<file path="config.mk">
export PLATFORM = sky130hd
export DESIGN_NAME = cffc_top
export DESIGN_NICKNAME = d
export VERILOG_FILES = /design/src/core/cffc_pkg.sv /design/src/core/cffc_fifo_slot.sv /design/src/core/cffc_top.sv
export SDC_FILE = /design/constraint.sdc
export NUM_CORES = 1
export LEC_CHECK = 0
export BUFFER_PORTS_ARGS = -buffer_cell sky130_fd_sc_hd__buf_2
export CAP_MARGIN = 20
export CELL_PAD_IN_SITES_DETAIL_PLACEMENT = 0
export CELL_PAD_IN_SITES_GLOBAL_PLACEMENT = 1
export CORE_ASPECT_RATIO = 0.9
export CORE_MARGIN = 5
export CORE_UTILIZATION = 41
export DETAILED_ROUTE_END_ITERATION = 8
export PLACE_DENSITY_LB_ADDON = 0.1
export SLEW_MARGIN = 20
export SYNTH_ARGS = -nofsm -noshare
export SYNTH_HDL_FRONTEND = slang
export SYNTH_SLANG_ARGS = --single-unit
</file>
<file path="constraint.sdc">
create_clock -name core_clk -period 48.5 [get_ports core_clk]
set_input_delay 2.425 -clock core_clk [delete_from_list [all_inputs] [get_ports core_clk]]
set_output_delay 2.425 -clock core_clk [all_outputs]
set_load 0.01 [all_outputs]
</file>
<file path="src/core/cffc_pkg.sv">
// Purpose: shared constants of the CAN filter and FIFO control block
// Assumes: 32-bit APB data, one aligned word per register
// Notes: byte offsets, field positions and reset values
package cffc_pkg;
   // register byte offsets
   localparam logic [7:0] MAIN_OFS = 8'h00;
   localparam logic [7:0] FLT0_OFS = 8'h04;
   localparam logic [7:0] FLT1_OFS = 8'h08;
   localparam logic [7:0] MASK_BASE = 8'h10;
   localparam logic [7:0] FVAL_BASE = 8'h20;
   localparam logic [7:0] ISTAT_OFS = 8'h30;
   localparam logic [7:0] IMASK_OFS = 8'h34;
   localparam logic [7:0] FIFO_BASE = 8'h80;
   // filter byte layout
   localparam int FLT_EN_BIT = 7;
   localparam int FLT_MSEL_LSB = 5;
   localparam int FLT_DEST_LSB = 0;
   // fifo control byte layout; FIFO reset is bit 14, in the next byte
   localparam int FIFO_DIR_BIT = 7;
   localparam int FIFO_ABT_BIT = 6;
   localparam int FIFO_ARB_BIT = 5;
   localparam int FIFO_ERR_BIT = 4;
   localparam int FIFO_REQ_BIT = 3;
   localparam int FIFO_RTR_BIT = 2;
   localparam int FIFO_PRIO_LSB = 0;
   localparam int FIFO_RST_BIT = 14;
   // main control
   localparam int MODE_LSB = 21;
   localparam logic [2:0] MODE_CONFIG = 3'h4;
   localparam logic [2:0] MODE_RESET = MODE_CONFIG;
   // interrupt status bits, their count, and the filter count
   localparam int EV_DONE = 0;
   localparam int EV_ABORT = 1;
   localparam int EV_ARB = 2;
   localparam int EV_ERR = 3;
   localparam int EV_RXACC = 4;
   localparam int EV_RXRTR = 5;
   localparam int NEV = 6;
   localparam int NFLT = 4;
endpackage : cffc_pkg

</file>
<file path="src/core/cffc_fifo_slot.sv">
// Purpose: control and status byte of one CAN FIFO
// Assumes: event inputs are one-cycle pulses on core_clk
// Notes: read-clear inputs carry only bits software actually saw
`timescale 1ns/1ps
`default_nettype none
module cffc_fifo_slot (
   // clock and reset
   input wire logic core_clk,
   input wire logic reset,
   // software side
   input wire logic wrEn,
   input wire logic [7:0] wrData,
   input wire logic fifoRst,
   input wire logic cfgMode,
   input wire logic clrArb,
   input wire logic clrErr,
   // engine side
   input wire logic evDone,
   input wire logic evAbort,
   input wire logic evArb,
   input wire logic evErr,
   input wire logic queueEmpty,
   input wire logic remoteHit,
   // state out
   output logic [7:0] ctrl,
   output logic reqPend,
   output logic abortPend
);
   logic dirTx_reg, aborted_reg, arbLost_reg, busErr_reg, sendReq_reg, autoRtr_reg;
   logic [1:0] prio_reg;

   ////////////////////////////////////////////////////////////////////////
   always_ff @(posedge core_clk or posedge reset) begin
      if (reset) begin
         dirTx_reg <= 1'b0;
      end else if (wrEn && cfgMode) begin
         dirTx_reg <= wrData[cffc_pkg::FIFO_DIR_BIT];
      end
   end

   always_ff @(posedge core_clk or posedge reset) begin
      if (reset) begin
         prio_reg <= 2'h0;
         autoRtr_reg <= 1'b0;
      end else if (wrEn) begin
         prio_reg <= wrData[cffc_pkg::FIFO_PRIO_LSB +: 2];
         autoRtr_reg <= wrData[cffc_pkg::FIFO_RTR_BIT];
      end
   end

   // hardware set and clear outrank the software write
   always_ff @(posedge core_clk or posedge reset) begin
      if (reset) begin
         sendReq_reg <= 1'b0;
      end else if (evDone && queueEmpty) begin
         sendReq_reg <= 1'b0;
      end else if (remoteHit && autoRtr_reg) begin
         sendReq_reg <= 1'b1;
      end else if (fifoRst) begin
         sendReq_reg <= 1'b0;
      end else if (wrEn && dirTx_reg) begin
         sendReq_reg <= wrData[cffc_pkg::FIFO_REQ_BIT];
      end
   end

   always_ff @(posedge core_clk or posedge reset) begin
      if (reset) begin
         abortPend <= 1'b0;
      end else if (fifoRst || evAbort || evDone) begin
         abortPend <= 1'b0;
      end else if (wrEn && dirTx_reg && sendReq_reg && !wrData[cffc_pkg::FIFO_REQ_BIT]) begin
         abortPend <= 1'b1;
      end
   end

   always_ff @(posedge core_clk or posedge reset) begin
      if (reset) begin
         aborted_reg <= 1'b0;
      end else if (evAbort) begin
         aborted_reg <= 1'b1;
      end else if (evDone || fifoRst) begin
         aborted_reg <= 1'b0;
      end
   end

   // set wins over a read or reset clear
   always_ff @(posedge core_clk or posedge reset) begin
      if (reset) begin
         arbLost_reg <= 1'b0;
         busErr_reg <= 1'b0;
      end else begin
         arbLost_reg <= evArb || (arbLost_reg && !clrArb && !fifoRst);
         busErr_reg <= evErr || (busErr_reg && !clrErr && !fifoRst);
      end
   end

   assign ctrl = {dirTx_reg, aborted_reg, arbLost_reg, busErr_reg, sendReq_reg, autoRtr_reg, prio_reg};
   assign reqPend = sendReq_reg && dirTx_reg;
endmodule : cffc_fifo_slot
`default_nettype wire

</file>
<file path="src/core/cffc_top.sv">
// Purpose: CAN acceptance filter and transmit FIFO control, APB slave
// Assumes: engine and APB signals share core_clk; no synchronisers needed
// Notes: filters 0,1,2,3 live in two control words
// Operation
// - each filter has an enable bit; 1 active, 0 disabled
// - two-bit mask choice picks acceptance mask 0 to 3
// - five-bit destination names the FIFO 0 to 31 receiving matches
// - word 0 holds filter 0 in bits 7-0, filter 1 in 15-8
// - word 1 holds filter 2 in bits 7-0, filter 3 in 15-8
// - mask choice and destination writable only while the filter is disabled
// - aborted flag is 1 after abort, 0 after completion or FIFO reset
// - arbitration-lost flag sets when a sent message loses arbitration
// - bus-error flag sets when a bus error hits a sent message
// - arbitration-lost and bus-error flags clear on read and FIFO reset
// - send request clears itself once the FIFO's queue is all sent
// - clearing a set send request asks for an abort
// - send request writes have no effect on a receive FIFO
// - with auto-remote on, a received remote request sets send request
// - two-bit priority, 11 highest down to 00 lowest
// - FIFO direction bit writable only in configuration mode 100
`timescale 1ns/1ps
`default_nettype none
module cffc_top #(
   parameter int NFIFO = 32,
   parameter int ID_W = 11
) (
   // clock and reset
   input wire logic core_clk,
   input wire logic reset,
   // apb slave
   input wire logic [7:0] paddr,
   input wire logic psel,
   input wire logic penable,
   input wire logic pwrite,
   input wire logic [31:0] pwdata,
   input wire logic [3:0] pstrb,
   output logic [31:0] prdata,
   output logic pready,
   output logic pslverr,
   // interrupt
   output logic irq,
   // transmit engine
   output logic txOffer,
   output logic [4:0] txOfferFifo,
   output logic [NFIFO-1:0] abortReq,
   input wire logic txDone,
   input wire logic txAborted,
   input wire logic txArbLost,
   input wire logic txBusErr,
   input wire logic [4:0] txEvFifo,
   input wire logic [NFIFO-1:0] txQueueEmpty,
   // receive engine
   input wire logic rxValid,
   input wire logic [ID_W-1:0] rxId,
   input wire logic rxRemote,
   output logic rxStore,
   output logic [4:0] rxStoreFifo
);
   logic [7:0] fltCfg_reg [cffc_pkg::NFLT];
   logic [ID_W-1:0] mask_reg [4];
   logic [ID_W-1:0] fval_reg [cffc_pkg::NFLT];
   logic [2:0] mode_reg;
   logic [cffc_pkg::NEV-1:0] istat_reg, imask_reg, evVec, clrIstat;
   logic [31:0] rdMux, prdata_reg;
   logic hit, acc, wrOk, rdAcc, cfgMode;
   logic [4:0] fifoIdx;
   logic [7:0] slotCtrl [NFIFO];
   logic [NFIFO-1:0] reqPend, remoteHit;
   logic [3:0] matchVec;
   logic [1:0] pick;
   logic [4:0] bestIdx;
   logic [1:0] bestPrio, offerPrio_reg, maxPrio;
   logic anyReq, rxRemote_reg;

   ////////////////////////////////////////////////////////////////////////
   // apb decode: zero wait states, read data captured in setup
   assign acc = psel && penable;
   assign wrOk = acc && pwrite && hit;
   assign rdAcc = acc && !pwrite && hit;
   assign pready = 1'b1;
   assign pslverr = acc && !hit;
   assign prdata = prdata_reg;
   assign fifoIdx = paddr[6:2];
   assign cfgMode = (mode_reg == cffc_pkg::MODE_CONFIG);

   always_comb begin
      rdMux = '0;
      hit = (paddr[1:0] == 2'h0);
      if (paddr[7]) begin
         hit = hit && (32'(fifoIdx) < NFIFO);
         if (hit) begin
            rdMux = {24'h0, slotCtrl[fifoIdx]};
         end
      end else if (paddr[7:4] == cffc_pkg::MASK_BASE[7:4]) begin
         rdMux = 32'(mask_reg[paddr[3:2]]);
      end else if (paddr[7:4] == cffc_pkg::FVAL_BASE[7:4]) begin
         rdMux = 32'(fval_reg[paddr[3:2]]);
      end else if (paddr == cffc_pkg::MAIN_OFS) begin
         rdMux[cffc_pkg::MODE_LSB +: 3] = mode_reg;
      end else if (paddr == cffc_pkg::FLT0_OFS) begin
         rdMux = {16'h0, fltCfg_reg[1], fltCfg_reg[0]};
      end else if (paddr == cffc_pkg::FLT1_OFS) begin
         rdMux = {16'h0, fltCfg_reg[3], fltCfg_reg[2]};
      end else if (paddr == cffc_pkg::ISTAT_OFS) begin
         rdMux = 32'(istat_reg);
      end else if (paddr == cffc_pkg::IMASK_OFS) begin
         rdMux = 32'(imask_reg);
      end else begin
         hit = 1'b0;
      end
   end

   always_ff @(posedge core_clk or posedge reset) begin
      if (reset) begin
         prdata_reg <= 32'h0;
      end else if (psel && !penable && !pwrite) begin
         prdata_reg <= rdMux;
      end
   end

   ////////////////////////////////////////////////////////////////////////
   // configuration registers
   always_ff @(posedge core_clk or posedge reset) begin
      if (reset) begin
         mode_reg <= cffc_pkg::MODE_RESET;
      end else if (wrOk && paddr == cffc_pkg::MAIN_OFS && pstrb[2]) begin
         mode_reg <= pwdata[cffc_pkg::MODE_LSB +: 3];
      end
   end

   // enable is always writable; fields only while disabled
   always_ff @(posedge core_clk or posedge reset) begin
      if (reset) begin
         for (int k = 0; k < cffc_pkg::NFLT; k++) begin
            fltCfg_reg[k] <= 8'h0;
         end
      end else begin
         for (int k = 0; k < cffc_pkg::NFLT; k++) begin
            if (wrOk && pstrb[k % 2] && paddr == (k < 2 ? cffc_pkg::FLT0_OFS : cffc_pkg::FLT1_OFS)) begin
               fltCfg_reg[k][cffc_pkg::FLT_EN_BIT] <= pwdata[8 * (k % 2) + 7];
               if (!fltCfg_reg[k][cffc_pkg::FLT_EN_BIT]) begin
                  fltCfg_reg[k][6:0] <= pwdata[8 * (k % 2) +: 7];
               end
            end
         end
      end
   end

   always_ff @(posedge core_clk or posedge reset) begin
      if (reset) begin
         for (int k = 0; k < 4; k++) begin
            mask_reg[k] <= '0;
            fval_reg[k] <= '0;
         end
      end else if (wrOk && paddr[7:4] == cffc_pkg::MASK_BASE[7:4]) begin
         mask_reg[paddr[3:2]] <= pwdata[ID_W-1:0];
      end else if (wrOk && paddr[7:4] == cffc_pkg::FVAL_BASE[7:4]) begin
         fval_reg[paddr[3:2]] <= pwdata[ID_W-1:0];
      end
   end

   ////////////////////////////////////////////////////////////////////////
   // interrupts: clear only bits the read returned, so a late event survives
   assign evVec = {rxStore && rxRemote_reg, rxStore, txBusErr, txArbLost, txAborted, txDone};
   assign clrIstat = (rdAcc && paddr == cffc_pkg::ISTAT_OFS) ? prdata_reg[cffc_pkg::NEV-1:0] : '0;

   always_ff @(posedge core_clk or posedge reset) begin
      if (reset) begin
         istat_reg <= '0;
         imask_reg <= '0;
         irq <= 1'b0;
      end else begin
         istat_reg <= (istat_reg & ~clrIstat) | evVec;
         irq <= |(istat_reg & imask_reg);
         if (wrOk && paddr == cffc_pkg::IMASK_OFS) begin
            imask_reg <= pwdata[cffc_pkg::NEV-1:0];
         end
      end
   end

   ////////////////////////////////////////////////////////////////////////
   // fifo control slots
   for (genvar n = 0; n < NFIFO; n++) begin : g_slot
      logic slotWr, slotRd, evHere;
      assign slotWr = wrOk && paddr[7] && fifoIdx == 5'(n);
      assign slotRd = rdAcc && paddr[7] && fifoIdx == 5'(n);
      assign evHere = (txEvFifo == 5'(n));
      cffc_fifo_slot u_slot (
         .core_clk(core_clk),
         .reset(reset),
         .wrEn(slotWr && pstrb[0]),
         .wrData(pwdata[7:0]),
         .fifoRst(slotWr && pstrb[1] && pwdata[cffc_pkg::FIFO_RST_BIT]),
         .cfgMode(cfgMode),
         .clrArb(slotRd && prdata_reg[cffc_pkg::FIFO_ARB_BIT]),
         .clrErr(slotRd && prdata_reg[cffc_pkg::FIFO_ERR_BIT]),
         .evDone(txDone && evHere),
         .evAbort(txAborted && evHere),
         .evArb(txArbLost && evHere),
         .evErr(txBusErr && evHere),
         .queueEmpty(txQueueEmpty[n]),
         .remoteHit(remoteHit[n]),
         .ctrl(slotCtrl[n]),
         .reqPend(reqPend[n]),
         .abortPend(abortReq[n])
      );
   end

   ////////////////////////////////////////////////////////////////////////
   // transmit arbitration: ties go to the lowest fifo number
   always_comb begin
      bestIdx = 5'h0;
      bestPrio = 2'h0;
      anyReq = 1'b0;
      for (int n = 0; n < NFIFO; n++) begin
         if (reqPend[n] && (!anyReq || slotCtrl[n][1:0] > bestPrio)) begin
            anyReq = 1'b1;
            bestIdx = 5'(n);
            bestPrio = slotCtrl[n][1:0];
         end
      end
   end

   always_ff @(posedge core_clk or posedge reset) begin
      if (reset) begin
         txOffer <= 1'b0;
         txOfferFifo <= 5'h0;
         offerPrio_reg <= 2'h0;
      end else begin
         txOffer <= anyReq;
         txOfferFifo <= bestIdx;
         offerPrio_reg <= bestPrio;
      end
   end

   ////////////////////////////////////////////////////////////////////////
   // acceptance filtering: lowest filter slot wins on several matches
   always_comb begin
      pick = 2'h0;
      for (int k = 0; k < cffc_pkg::NFLT; k++) begin
         matchVec[k] = fltCfg_reg[k][cffc_pkg::FLT_EN_BIT] &&
            (((rxId ^ fval_reg[k]) & mask_reg[fltCfg_reg[k][6:5]]) == '0);
      end
      for (int k = cffc_pkg::NFLT - 1; k >= 0; k--) begin
         if (matchVec[k]) begin
            pick = 2'(k);
         end
      end
   end

   always_ff @(posedge core_clk or posedge reset) begin
      if (reset) begin
         rxStore <= 1'b0;
         rxStoreFifo <= 5'h0;
         rxRemote_reg <= 1'b0;
      end else begin
         rxStore <= rxValid && (|matchVec);
         rxStoreFifo <= fltCfg_reg[pick][cffc_pkg::FLT_DEST_LSB +: 5];
         rxRemote_reg <= rxRemote;
      end
   end

   for (genvar n = 0; n < NFIFO; n++) begin : g_rtr
      assign remoteHit[n] = rxStore && rxRemote_reg && rxStoreFifo == 5'(n);
   end

   always_comb begin
      maxPrio = 2'h0;
      for (int n = 0; n < NFIFO; n++) begin
         if (reqPend[n] && slotCtrl[n][1:0] > maxPrio) begin
            maxPrio = slotCtrl[n][1:0];
         end
      end
   end

   // offered fifo must have been pending one cycle earlier; done can clear it at the offer edge
   logic [NFIFO-1:0] reqPendPast_reg;
   always_ff @(posedge core_clk or posedge reset) begin
      if (reset) begin
         reqPendPast_reg <= '0;
      end else begin
         reqPendPast_reg <= reqPend;
      end
   end
endmodule : cffc_top
`default_nettype wire

</file>
==> results summary, run 1 <==
The sink count of the clock tree came out at roughly 460. Setup repair after global routing left no endpoint under its margin. The total number of placement rows is just under 90.

The number of antenna violations at the first check in global routing is 3. The synthesized netlist devotes under 10% of its cell area to XOR and XNOR gates. Headroom to the max-slew limit came out at between 20% and 30%.

The top cell types in the final layout, fill and taps aside, are 455 x sky130_fd_sc_hd__dfrtp_1, 302 x sky130_fd_sc_hd__nand2_1, 229 x sky130_fd_sc_hd__mux2_2. The final count of negative-setup-slack endpoints came out at 0. The remaining global-route overflow came out at 0. The hold violation total from the final report was 0. The worst hold path belongs to the class register to register. The number of distinct standard cells referenced by the synthesized netlist is 97. The clock tree from TritonCTS is done. The dominant register cell in the synthesized netlist is sky130_fd_sc_hd__dfrtp_1. Dividing the detail-routed via count by the number of cells gives 6.357. Counting flops with an async set or reset pin after synthesis yields a share of 100.0%.

The number of search-and-repair iterations in the first detailed-routing pass came out at 6. The maximum clock skew at final layout came out at between 0.03 and 0.04 ns. Sequential elements use 42.09% of the synthesized area. The count of boundary I/O pins came out at approximately 180.

The worst-case register-to-register setup slack is about 5.3 ns. The detailed-route via count is 22,180. The startpoint identified for the worst hold timing path is prdata[23]. The number of slew-limit violations in the final report is 0. The layout cell share with drive strength beyond 1 came out at 27.26%.

The largest stage delay on the critical path is 0.66 ns. The tool flagged a number of max-cap violations equal to 0. The count of input and output buffers came out at ~150.

The depth of the CTS H-tree is 2. The CTS clock-pin slew for the worst setup and hold paths is ~0.060 ns. Total power for the finished layout comes to between 800 and 900 uW. The starting density of the core came out at approximately two fifths. The quantity of gates resized following cts came out at 0. The cell sitting at the root of the clock tree is a sky130_fd_sc_hd__clkbuf_16. The post-CTS setup repair buffer count is 0.

The TritonCTS buffer count is 52. The count of antenna-violating nets left after detailed routing is 0. The actual slew at the worst max-slew pin came out at 1.070 ns. The number of register bits inferred by synthesis came out at 456. STA classifies the critical path startpoint as a register.

After Yosys synthesis, full adders, half adders and majority gates account for 1.906% of the synthesized area. The total half-perimeter wirelength after legalization and detailed placement is 74,160 um. The relative area change from synthesis to final layout is 11.06%. The number of hold-repair buffers added at the cts stage came out at 0.

STA classifies the critical path endpoint as a register. The synthesized-area fraction occupied by ao, oa, aoi and oai cells is around 15%. The number of DRC markers in iteration 0 is 2,600. The worst hold path passes through 2 cells. The final-layout setup total negative slack came out at 0 ns.

The number of warnings reported in the yosys synthesis log came out at 0. The static leakage is ~14 nW. Among all stages on the critical path, the largest delay is contributed by sky130_fd_sc_hd__a211oi_1. The global router's overall resource usage is 28.47%. In the final routed layout, each cell accounts on average for 29.67 um. The via count of the first global-routing pass came to 21,490. Leaving out fill and tap cells, the most frequent cell in the layout is sky130_fd_sc_hd__dfrtp_1. The largest driver fanout on the critical path came out at 10. The worst endpoint data arrival time is ~44 ns. The end point of the worst hold path is prdata[23]. The worst-case IR drop observed on VDD is 0.00003012 V. The floorplan step defined a die boundary enclosing 0.07139 mm^2. The horizontal die dimension came out at 281.1 um. The number of flops mapped to enable cells by yosys is 0. Counting stages on the worst path, the most repeated cell is sky130_fd_sc_hd__ha_1. sky130_fd_sc_hd__dfrtp_1 takes more of the synthesized area than any other cell. The count of mapped cells out of synthesis is 2,527. In the final design database the tool counted 2,720 nets.

The worst register-to-register path has a depth of 194. The endpoint of the most critical register-to-register path is txOfferFifo[4]. The flow ran to the end, and the final reports show no timing, DRC or antenna violations. The clock latency on the worst-skew pair is 0.62 ns. The fmax came out at 23.13 MHz.

The flip-flop count of the largest register after layout is 64. At the worst endpoint, the required time is between 40 and 50 ns. At the end of routability-driven placement, the weighted congestion stood at 0.9255. The share of the clock period used by the worst path after layout came out at 89.16%.

The area of the core is approximately 0.066 mm^2. By area, the combinational part of the netlist is dominated by multiplexers. By area the synthesized netlist is led by sky130_fd_sc_hd__dfrtp_1 42%, sky130_fd_sc_hd__mux4_2 12%, sky130_fd_sc_hd__mux2_2 9.5%, sky130_fd_sc_hd__nand2_1 4.2%, sky130_fd_sc_hd__nor2_1 3.0%. The shortest clock period the worst path allows after layout came out at 43.24 ns. The simple-gate share of the synthesized area came out at 12.82%.

The deepest clock path buffer count came out at 3. The share of synthesized area in the top cell type comes to 41.99%. The maximum number of pins on one net before global-route repair is about 120.

In the routed design, unresolved DRC markers number 0. The routed design has 103,500 um of wire. The total power per unit cell area came out at 29.51 mW/mm^2. Dividing the synthesized area by the synthesized cell count gives ~11 um^2. The post-synthesis cell area came out at 0.02712 mm^2. The wire length of the first global-routing pass is 150,900 um. The portion of netlist area occupied by mux cells is 22.27%. The critical path is of the register to register type. The worst register-to-register path begins at g_slot[0].u_slot.dirTx_reg. The height of the die is 254.0 um.
==> cell type report <==
type | instances | area (um^2)
antenna | 2 | 5.005
clock buffer | 78 | 1541
clock inverter | 16 | 122.6
fill | 6105 | 35480
inverter | 44 | 172.7
multi-input combinational | 1838 | 14720
sequential | 456 | 11410
tap | 864 | 1081
timing repair buffer | 191 | 1064
==> cells in the mapped netlist, types with 7 or more instances <==
library cell and count:
sky130_fd_sc_hd__dfrtp_1 455, sky130_fd_sc_hd__a22o_1 66, sky130_fd_sc_hd__clkbuf_1 105, sky130_fd_sc_hd__a41oi_1 8
sky130_fd_sc_hd__a221oi_1 39, sky130_fd_sc_hd__nand2b_1 13, sky130_fd_sc_hd__nand3_1 49, sky130_fd_sc_hd__a22oi_1 50
sky130_fd_sc_hd__mux4_2 145, sky130_fd_sc_hd__nor2b_1 24, sky130_fd_sc_hd__nor2_1 216, sky130_fd_sc_hd__buf_1 41
sky130_fd_sc_hd__maj3_1 8, sky130_fd_sc_hd__inv_1 44, sky130_fd_sc_hd__xor2_1 44, sky130_fd_sc_hd__a211oi_1 8
sky130_fd_sc_hd__nor4_1 7, sky130_fd_sc_hd__buf_4 46, sky130_fd_sc_hd__buf_2 8, sky130_fd_sc_hd__nor3_1 25
sky130_fd_sc_hd__a31oi_1 68, sky130_fd_sc_hd__o21ai_0 96, sky130_fd_sc_hd__nand2_1 302, sky130_fd_sc_hd__a32o_1 32
sky130_fd_sc_hd__mux2i_1 18, sky130_fd_sc_hd__mux2_2 229, sky130_fd_sc_hd__and3_1 43, sky130_fd_sc_hd__nand4_1 12
sky130_fd_sc_hd__o31ai_1 7, sky130_fd_sc_hd__a32oi_1 33, sky130_fd_sc_hd__ha_1 34, sky130_fd_sc_hd__or2_2 16
sky130_fd_sc_hd__and2_1 28, sky130_fd_sc_hd__a21oi_1 88, sky130_fd_sc_hd__a21o_1 8
==> cells by family (layout without fill, tap and decap cells) <==
kind of cell,after synthesis,count (layout)
fa+ha+maj,43,43
flops,456,456
xor+xnor,44,44
compound gates,577,577
simple gates,767,767
mux,393,393
other cells,2,16
buf+inv,245,329
==> where the power goes <==
| part | internal [mW] | switching, mW |
|---|---|---|
| logic | 0.0358 | 0.0474 |
| registers | 0.401 | 0.0132 |
| clock network | 0.224 | 0.167 |
| total | 0.661 | 0.228 |
==> stage by stage <==
stage | hold WS [ns] | instances | setup slack (ns) | util [%] | cell area (um^2)
5_1_grt | 0.4976 | 3489 | 1.849 | 45.91 | 30110
2_1_floorplan | 0.4608 | 2539 | 12.29 | - | 27160
4_1_cts | 0.4739 | 3487 | 5.638 | 45.87 | 30080
3_3_place_gp | 0.4471 | 3393 | 6.216 | 43.31 | 28400
3_5_place_dp | 0.4607 | 3393 | 5.922 | 43.33 | 28420
6_report | 0.4613 | 3489 | 5.257 | 45.91 | 30110
==> worst max-delay path, delay by kind of cell (launching register included) <==
family,cells,cell delay [ns]
and+or+nand+nor,66,11.28
buffers and inverters,6,0.45
muxes,8,2.52
adders and majority gates,40,11.60
AOI/OAI and AO/OA,74,16.54
DFF,1,0.61
==> routing by layer <==
metal,track usage [%],part of all wire [%],up-vias
li1,-,-,9591
met3,8.304,11,169
met2,38.39,40,1124
met4,8.910,3.3,0
met1,43.91,46,11300
met5,0,0,-
==> how the worst max path moves through the flow <==
| stage | start | endpoint | slack, ns |
|---|---|---|---|
| floorplan | g_slot[0].u_slot.dirTx_reg | txOfferFifo[3] | 12.29 |
| global placement | g_slot[0].u_slot.dirTx_reg | txOfferFifo[3] | 6.22 |
| detailed placement | g_slot[0].u_slot.dirTx_reg | txOfferFifo[3] | 5.92 |
| CTS | g_slot[0].u_slot.dirTx_reg | txOfferFifo[3] | 5.64 |
| global route | g_slot[0].u_slot.dirTx_reg | txOfferFifo[3] | 1.85 |
| finish | g_slot[0].u_slot.dirTx_reg | txOfferFifo[4] | 5.26 |
No activity file was read; power rests on OpenSTA's default activity.
==> run 2, diff against run 1 <==
--- a/config.mk
+++ b/config.mk
@@ -13,7 +13,7 @@
 export CORE_MARGIN = 5
 export CORE_UTILIZATION = 41
 export DETAILED_ROUTE_END_ITERATION = 8
-export PLACE_DENSITY_LB_ADDON = 0.1
+export PLACE_DENSITY_LB_ADDON = 0.05
 export SLEW_MARGIN = 20
 export SYNTH_ARGS = -nofsm -noshare
 export SYNTH_HDL_FRONTEND = slang
==> results summary, run 2 (synthesized netlist as in run 1, its figures left out) <==
The TritonCTS buffer count is 52. The count of nets left with antenna violations once routing finished came out at 0. The total half-perimeter wirelength after legalization and detailed placement is between 70,000 and 80,000 um.

The flip-flop count of the largest register after layout is 64. In the routed design, unresolved DRC markers number 0. Global routing used 28.87% of the available tracks. The final non-filler cell total is about 3,500. The relative area change from synthesis to final layout is 11.81%. The most repeated library cell on the critical path is sky130_fd_sc_hd__ha_1.

The endpoint required time on the critical path is 48.94 ns. The sum of routed wire segments on met1 is roughly 50,000 um. The routed wire length is 104,700 um. The via count of the first global-routing pass was 21,520. The fmax is 22.97 MHz.

The setup slack of the critical path after layout came out at around 5.0 ns. The detailed-routed wire length on met2 is 42,080 um. The hold violation total from the final report came to 0. The sink count of the clock tree is 456. TritonCTS built the clock tree.

The worst slack at placement came out at 5.757 ns. The final count of negative-setup-slack endpoints came out at 0. Summed over all nets, wire length on met3 after detailed routing comes to 10,310 um. The maximum number of pins on one net before global-route repair is 142. The cell count after placement came out at 3,392.

The worst setup path is captured at a register. The critical path in this run is classified as register to register. Max-cap violations in this run came to 0. The fraction of the core area covered by cells at the end of the flow is roughly 46%. The die is 281.1 um wide. The quantity of gates resized following cts is 0. The run finished with clean final reports. The post-route cell area came out at between 0.03 and 0.04 mm^2. The placed standard-cell area is 0.02845 mm^2. The number of slew-limit violations in the final report was 0.

The largest stage delay on the critical path is 0.69 ns. The actual slew at the worst max-slew pin is about 1.1 ns. The critical path's top delay family is compound AO/OA/AOI/OAI gates. The wire length of the first global-routing pass came out at approximately 150,000 um. Routability-driven placement finished with a final weighted congestion of 0.9217.

The total power of the final layout came out at 922.4 uW. The height of the die is around 250 um. The routed layout has 22,260 vias. The starting density of the core came out at between 40% and 50%.

The maximum clock skew at final layout came out at 0.03768 ns. The number of buffer and inverter stages on the critical path came out at 6. The remaining global-route overflow is 0. The clock latency on the worst-skew pair came out at ~0.62 ns. STA classifies the critical path startpoint as a register.

The detailed router finished its first iteration with 2,645 violations. The analysis attributes to cell leakage a power of about 14 nW. The count of boundary I/O pins came out at 182. After clock tree synthesis, the flow added hold-fix buffers numbering 0.

The worst endpoint data arrival time came out at 43.98 ns. The post-detailed-route via-to-cell ratio is ~6.4. The number of search-and-repair iterations in the first detailed-routing pass is 6. The classification of the worst-slack hold path is register to register.

The standard cell with the maximum stage delay on the critical path is sky130_fd_sc_hd__a211oi_1. The final net count is about 2,700. After layout, the worst path uses 89.77% of the clock period.

The clock passes through at most 3 buffers. Counting I/O delays and the setup requirement, the final critical path takes around 44 ns. The layout cell share with drive strength beyond 1 came out at 27.79%.

The worst-case vdd ir drop came out at 0.00003017 V. The largest driver fanout on the critical path came out at 10. The floorplan step defined a core boundary enclosing 0.06559 mm^2. Setup repair after global routing left no endpoint under its margin.

Leaving out fill and tap cells, the most frequent cells in the layout are 455 x sky130_fd_sc_hd__dfrtp_1, 302 x sky130_fd_sc_hd__nand2_1, 229 x sky130_fd_sc_hd__mux2_2. The headroom to the max-slew limit is 23.36%. Power spread over the standard cell area amounts to 30.42 mW/mm^2. The number of antenna cells inserted came out at 0.

Hold is met by 0.4577 ns. The leading cell type in the layout, fill and taps excluded is sky130_fd_sc_hd__dfrtp_1. The total number of placement rows is 89. The total die area is 0.07139 mm^2. The highest metal layer carrying signal wires in the routed design is met5. The depth of the CTS H-tree is 2. Summed over all failing endpoints, the final setup total negative slack is 0 ns.

The post-CTS setup repair buffer count is 0. After clock tree synthesis, the clock-pin slew on the worst setup and hold paths is 0.06 ns. Clock tree synthesis selected as its root buffer the cell sky130_fd_sc_hd__clkbuf_16. The number of antenna violations at the first check in global routing is 2. The count of input and output buffers came out at between 150 and 200. The per-cell routed wire length is 29.99 um.
## run 2: changes by cell type in the layout (fill, tap and decap cells not counted), moves of 2 or more
cell	change
sky130_fd_sc_hd__clkbuf_1	-10
sky130_fd_sc_hd__bufinv_16	+5
sky130_fd_sc_hd__clkinv_2	+4
sky130_fd_sc_hd__buf_4	-2
sky130_fd_sc_hd__clkinvlp_4	+2
sky130_fd_sc_hd__diode_2	-2
sky130_fd_sc_hd__nor2_1	-2
sky130_fd_sc_hd__nor3_2	-2
## run 2: final cells by class
cell class                 instances  area (um^2)
clock buffer                      69         1518
sequential                       456        11410
inverter                          44        172.7
fill                            6123        35270
timing repair buffer             191         1084
multi-input combinational       1838        14730
tap                              864         1081
clock inverter                    29        325.3
## run 2: final timing paths
| kind | cells after the start | slack, ns | startpoint | to |
|---|---|---|---|---|
| min | 2 | 0.46 | prdata[23] | prdata[23] |
| max in group asynchronous | 4 | 44.42 | reset | g_slot[5].u_slot.prio_reg[0] |
| min in group asynchronous | 2 | 1.93 | reset | prdata[13] |
| max reg2reg | 193 | 4.96 | g_slot[0].u_slot.dirTx_reg | txOfferFifo[4] |
| max | 193 | 4.96 | g_slot[0].u_slot.dirTx_reg | txOfferFifo[4] |
| min reg2reg | 2 | 0.46 | prdata[23] | prdata[23] |
## run 2: power breakdown
| part | internal [mW] | switching [mW] | leakage, nW |
|---|---|---|---|
| Clock | 0.252 | 0.173 | 0.917 |
| Combinational | 0.0359 | 0.0475 | 6.75 |
| Sequential | 0.401 | 0.0132 | 5.94 |
## run 2: worst reg2reg max path: cells and delay by family, from the launching register on
family / cells / cell delay [ns]
muxes: 8 / 2.57
adders and majority gates: 40 / 11.54
buffers and inverters: 6 / 0.47
AOI/OAI and AO/OA: 73 / 16.45
DFF: 1 / 0.60
and+or+nand+nor: 66 / 11.73
## run 2: routing by layer
| metal | vias up | global-route usage, % |
|---|---|---|
| met4 | 2 | 7.987 |
| met1 | 11430 | 45.43 |
| li1 | 9606 | - |
| met3 | 166 | 7.744 |
| met2 | 1064 | 38.87 |
| met5 | - | 0 |
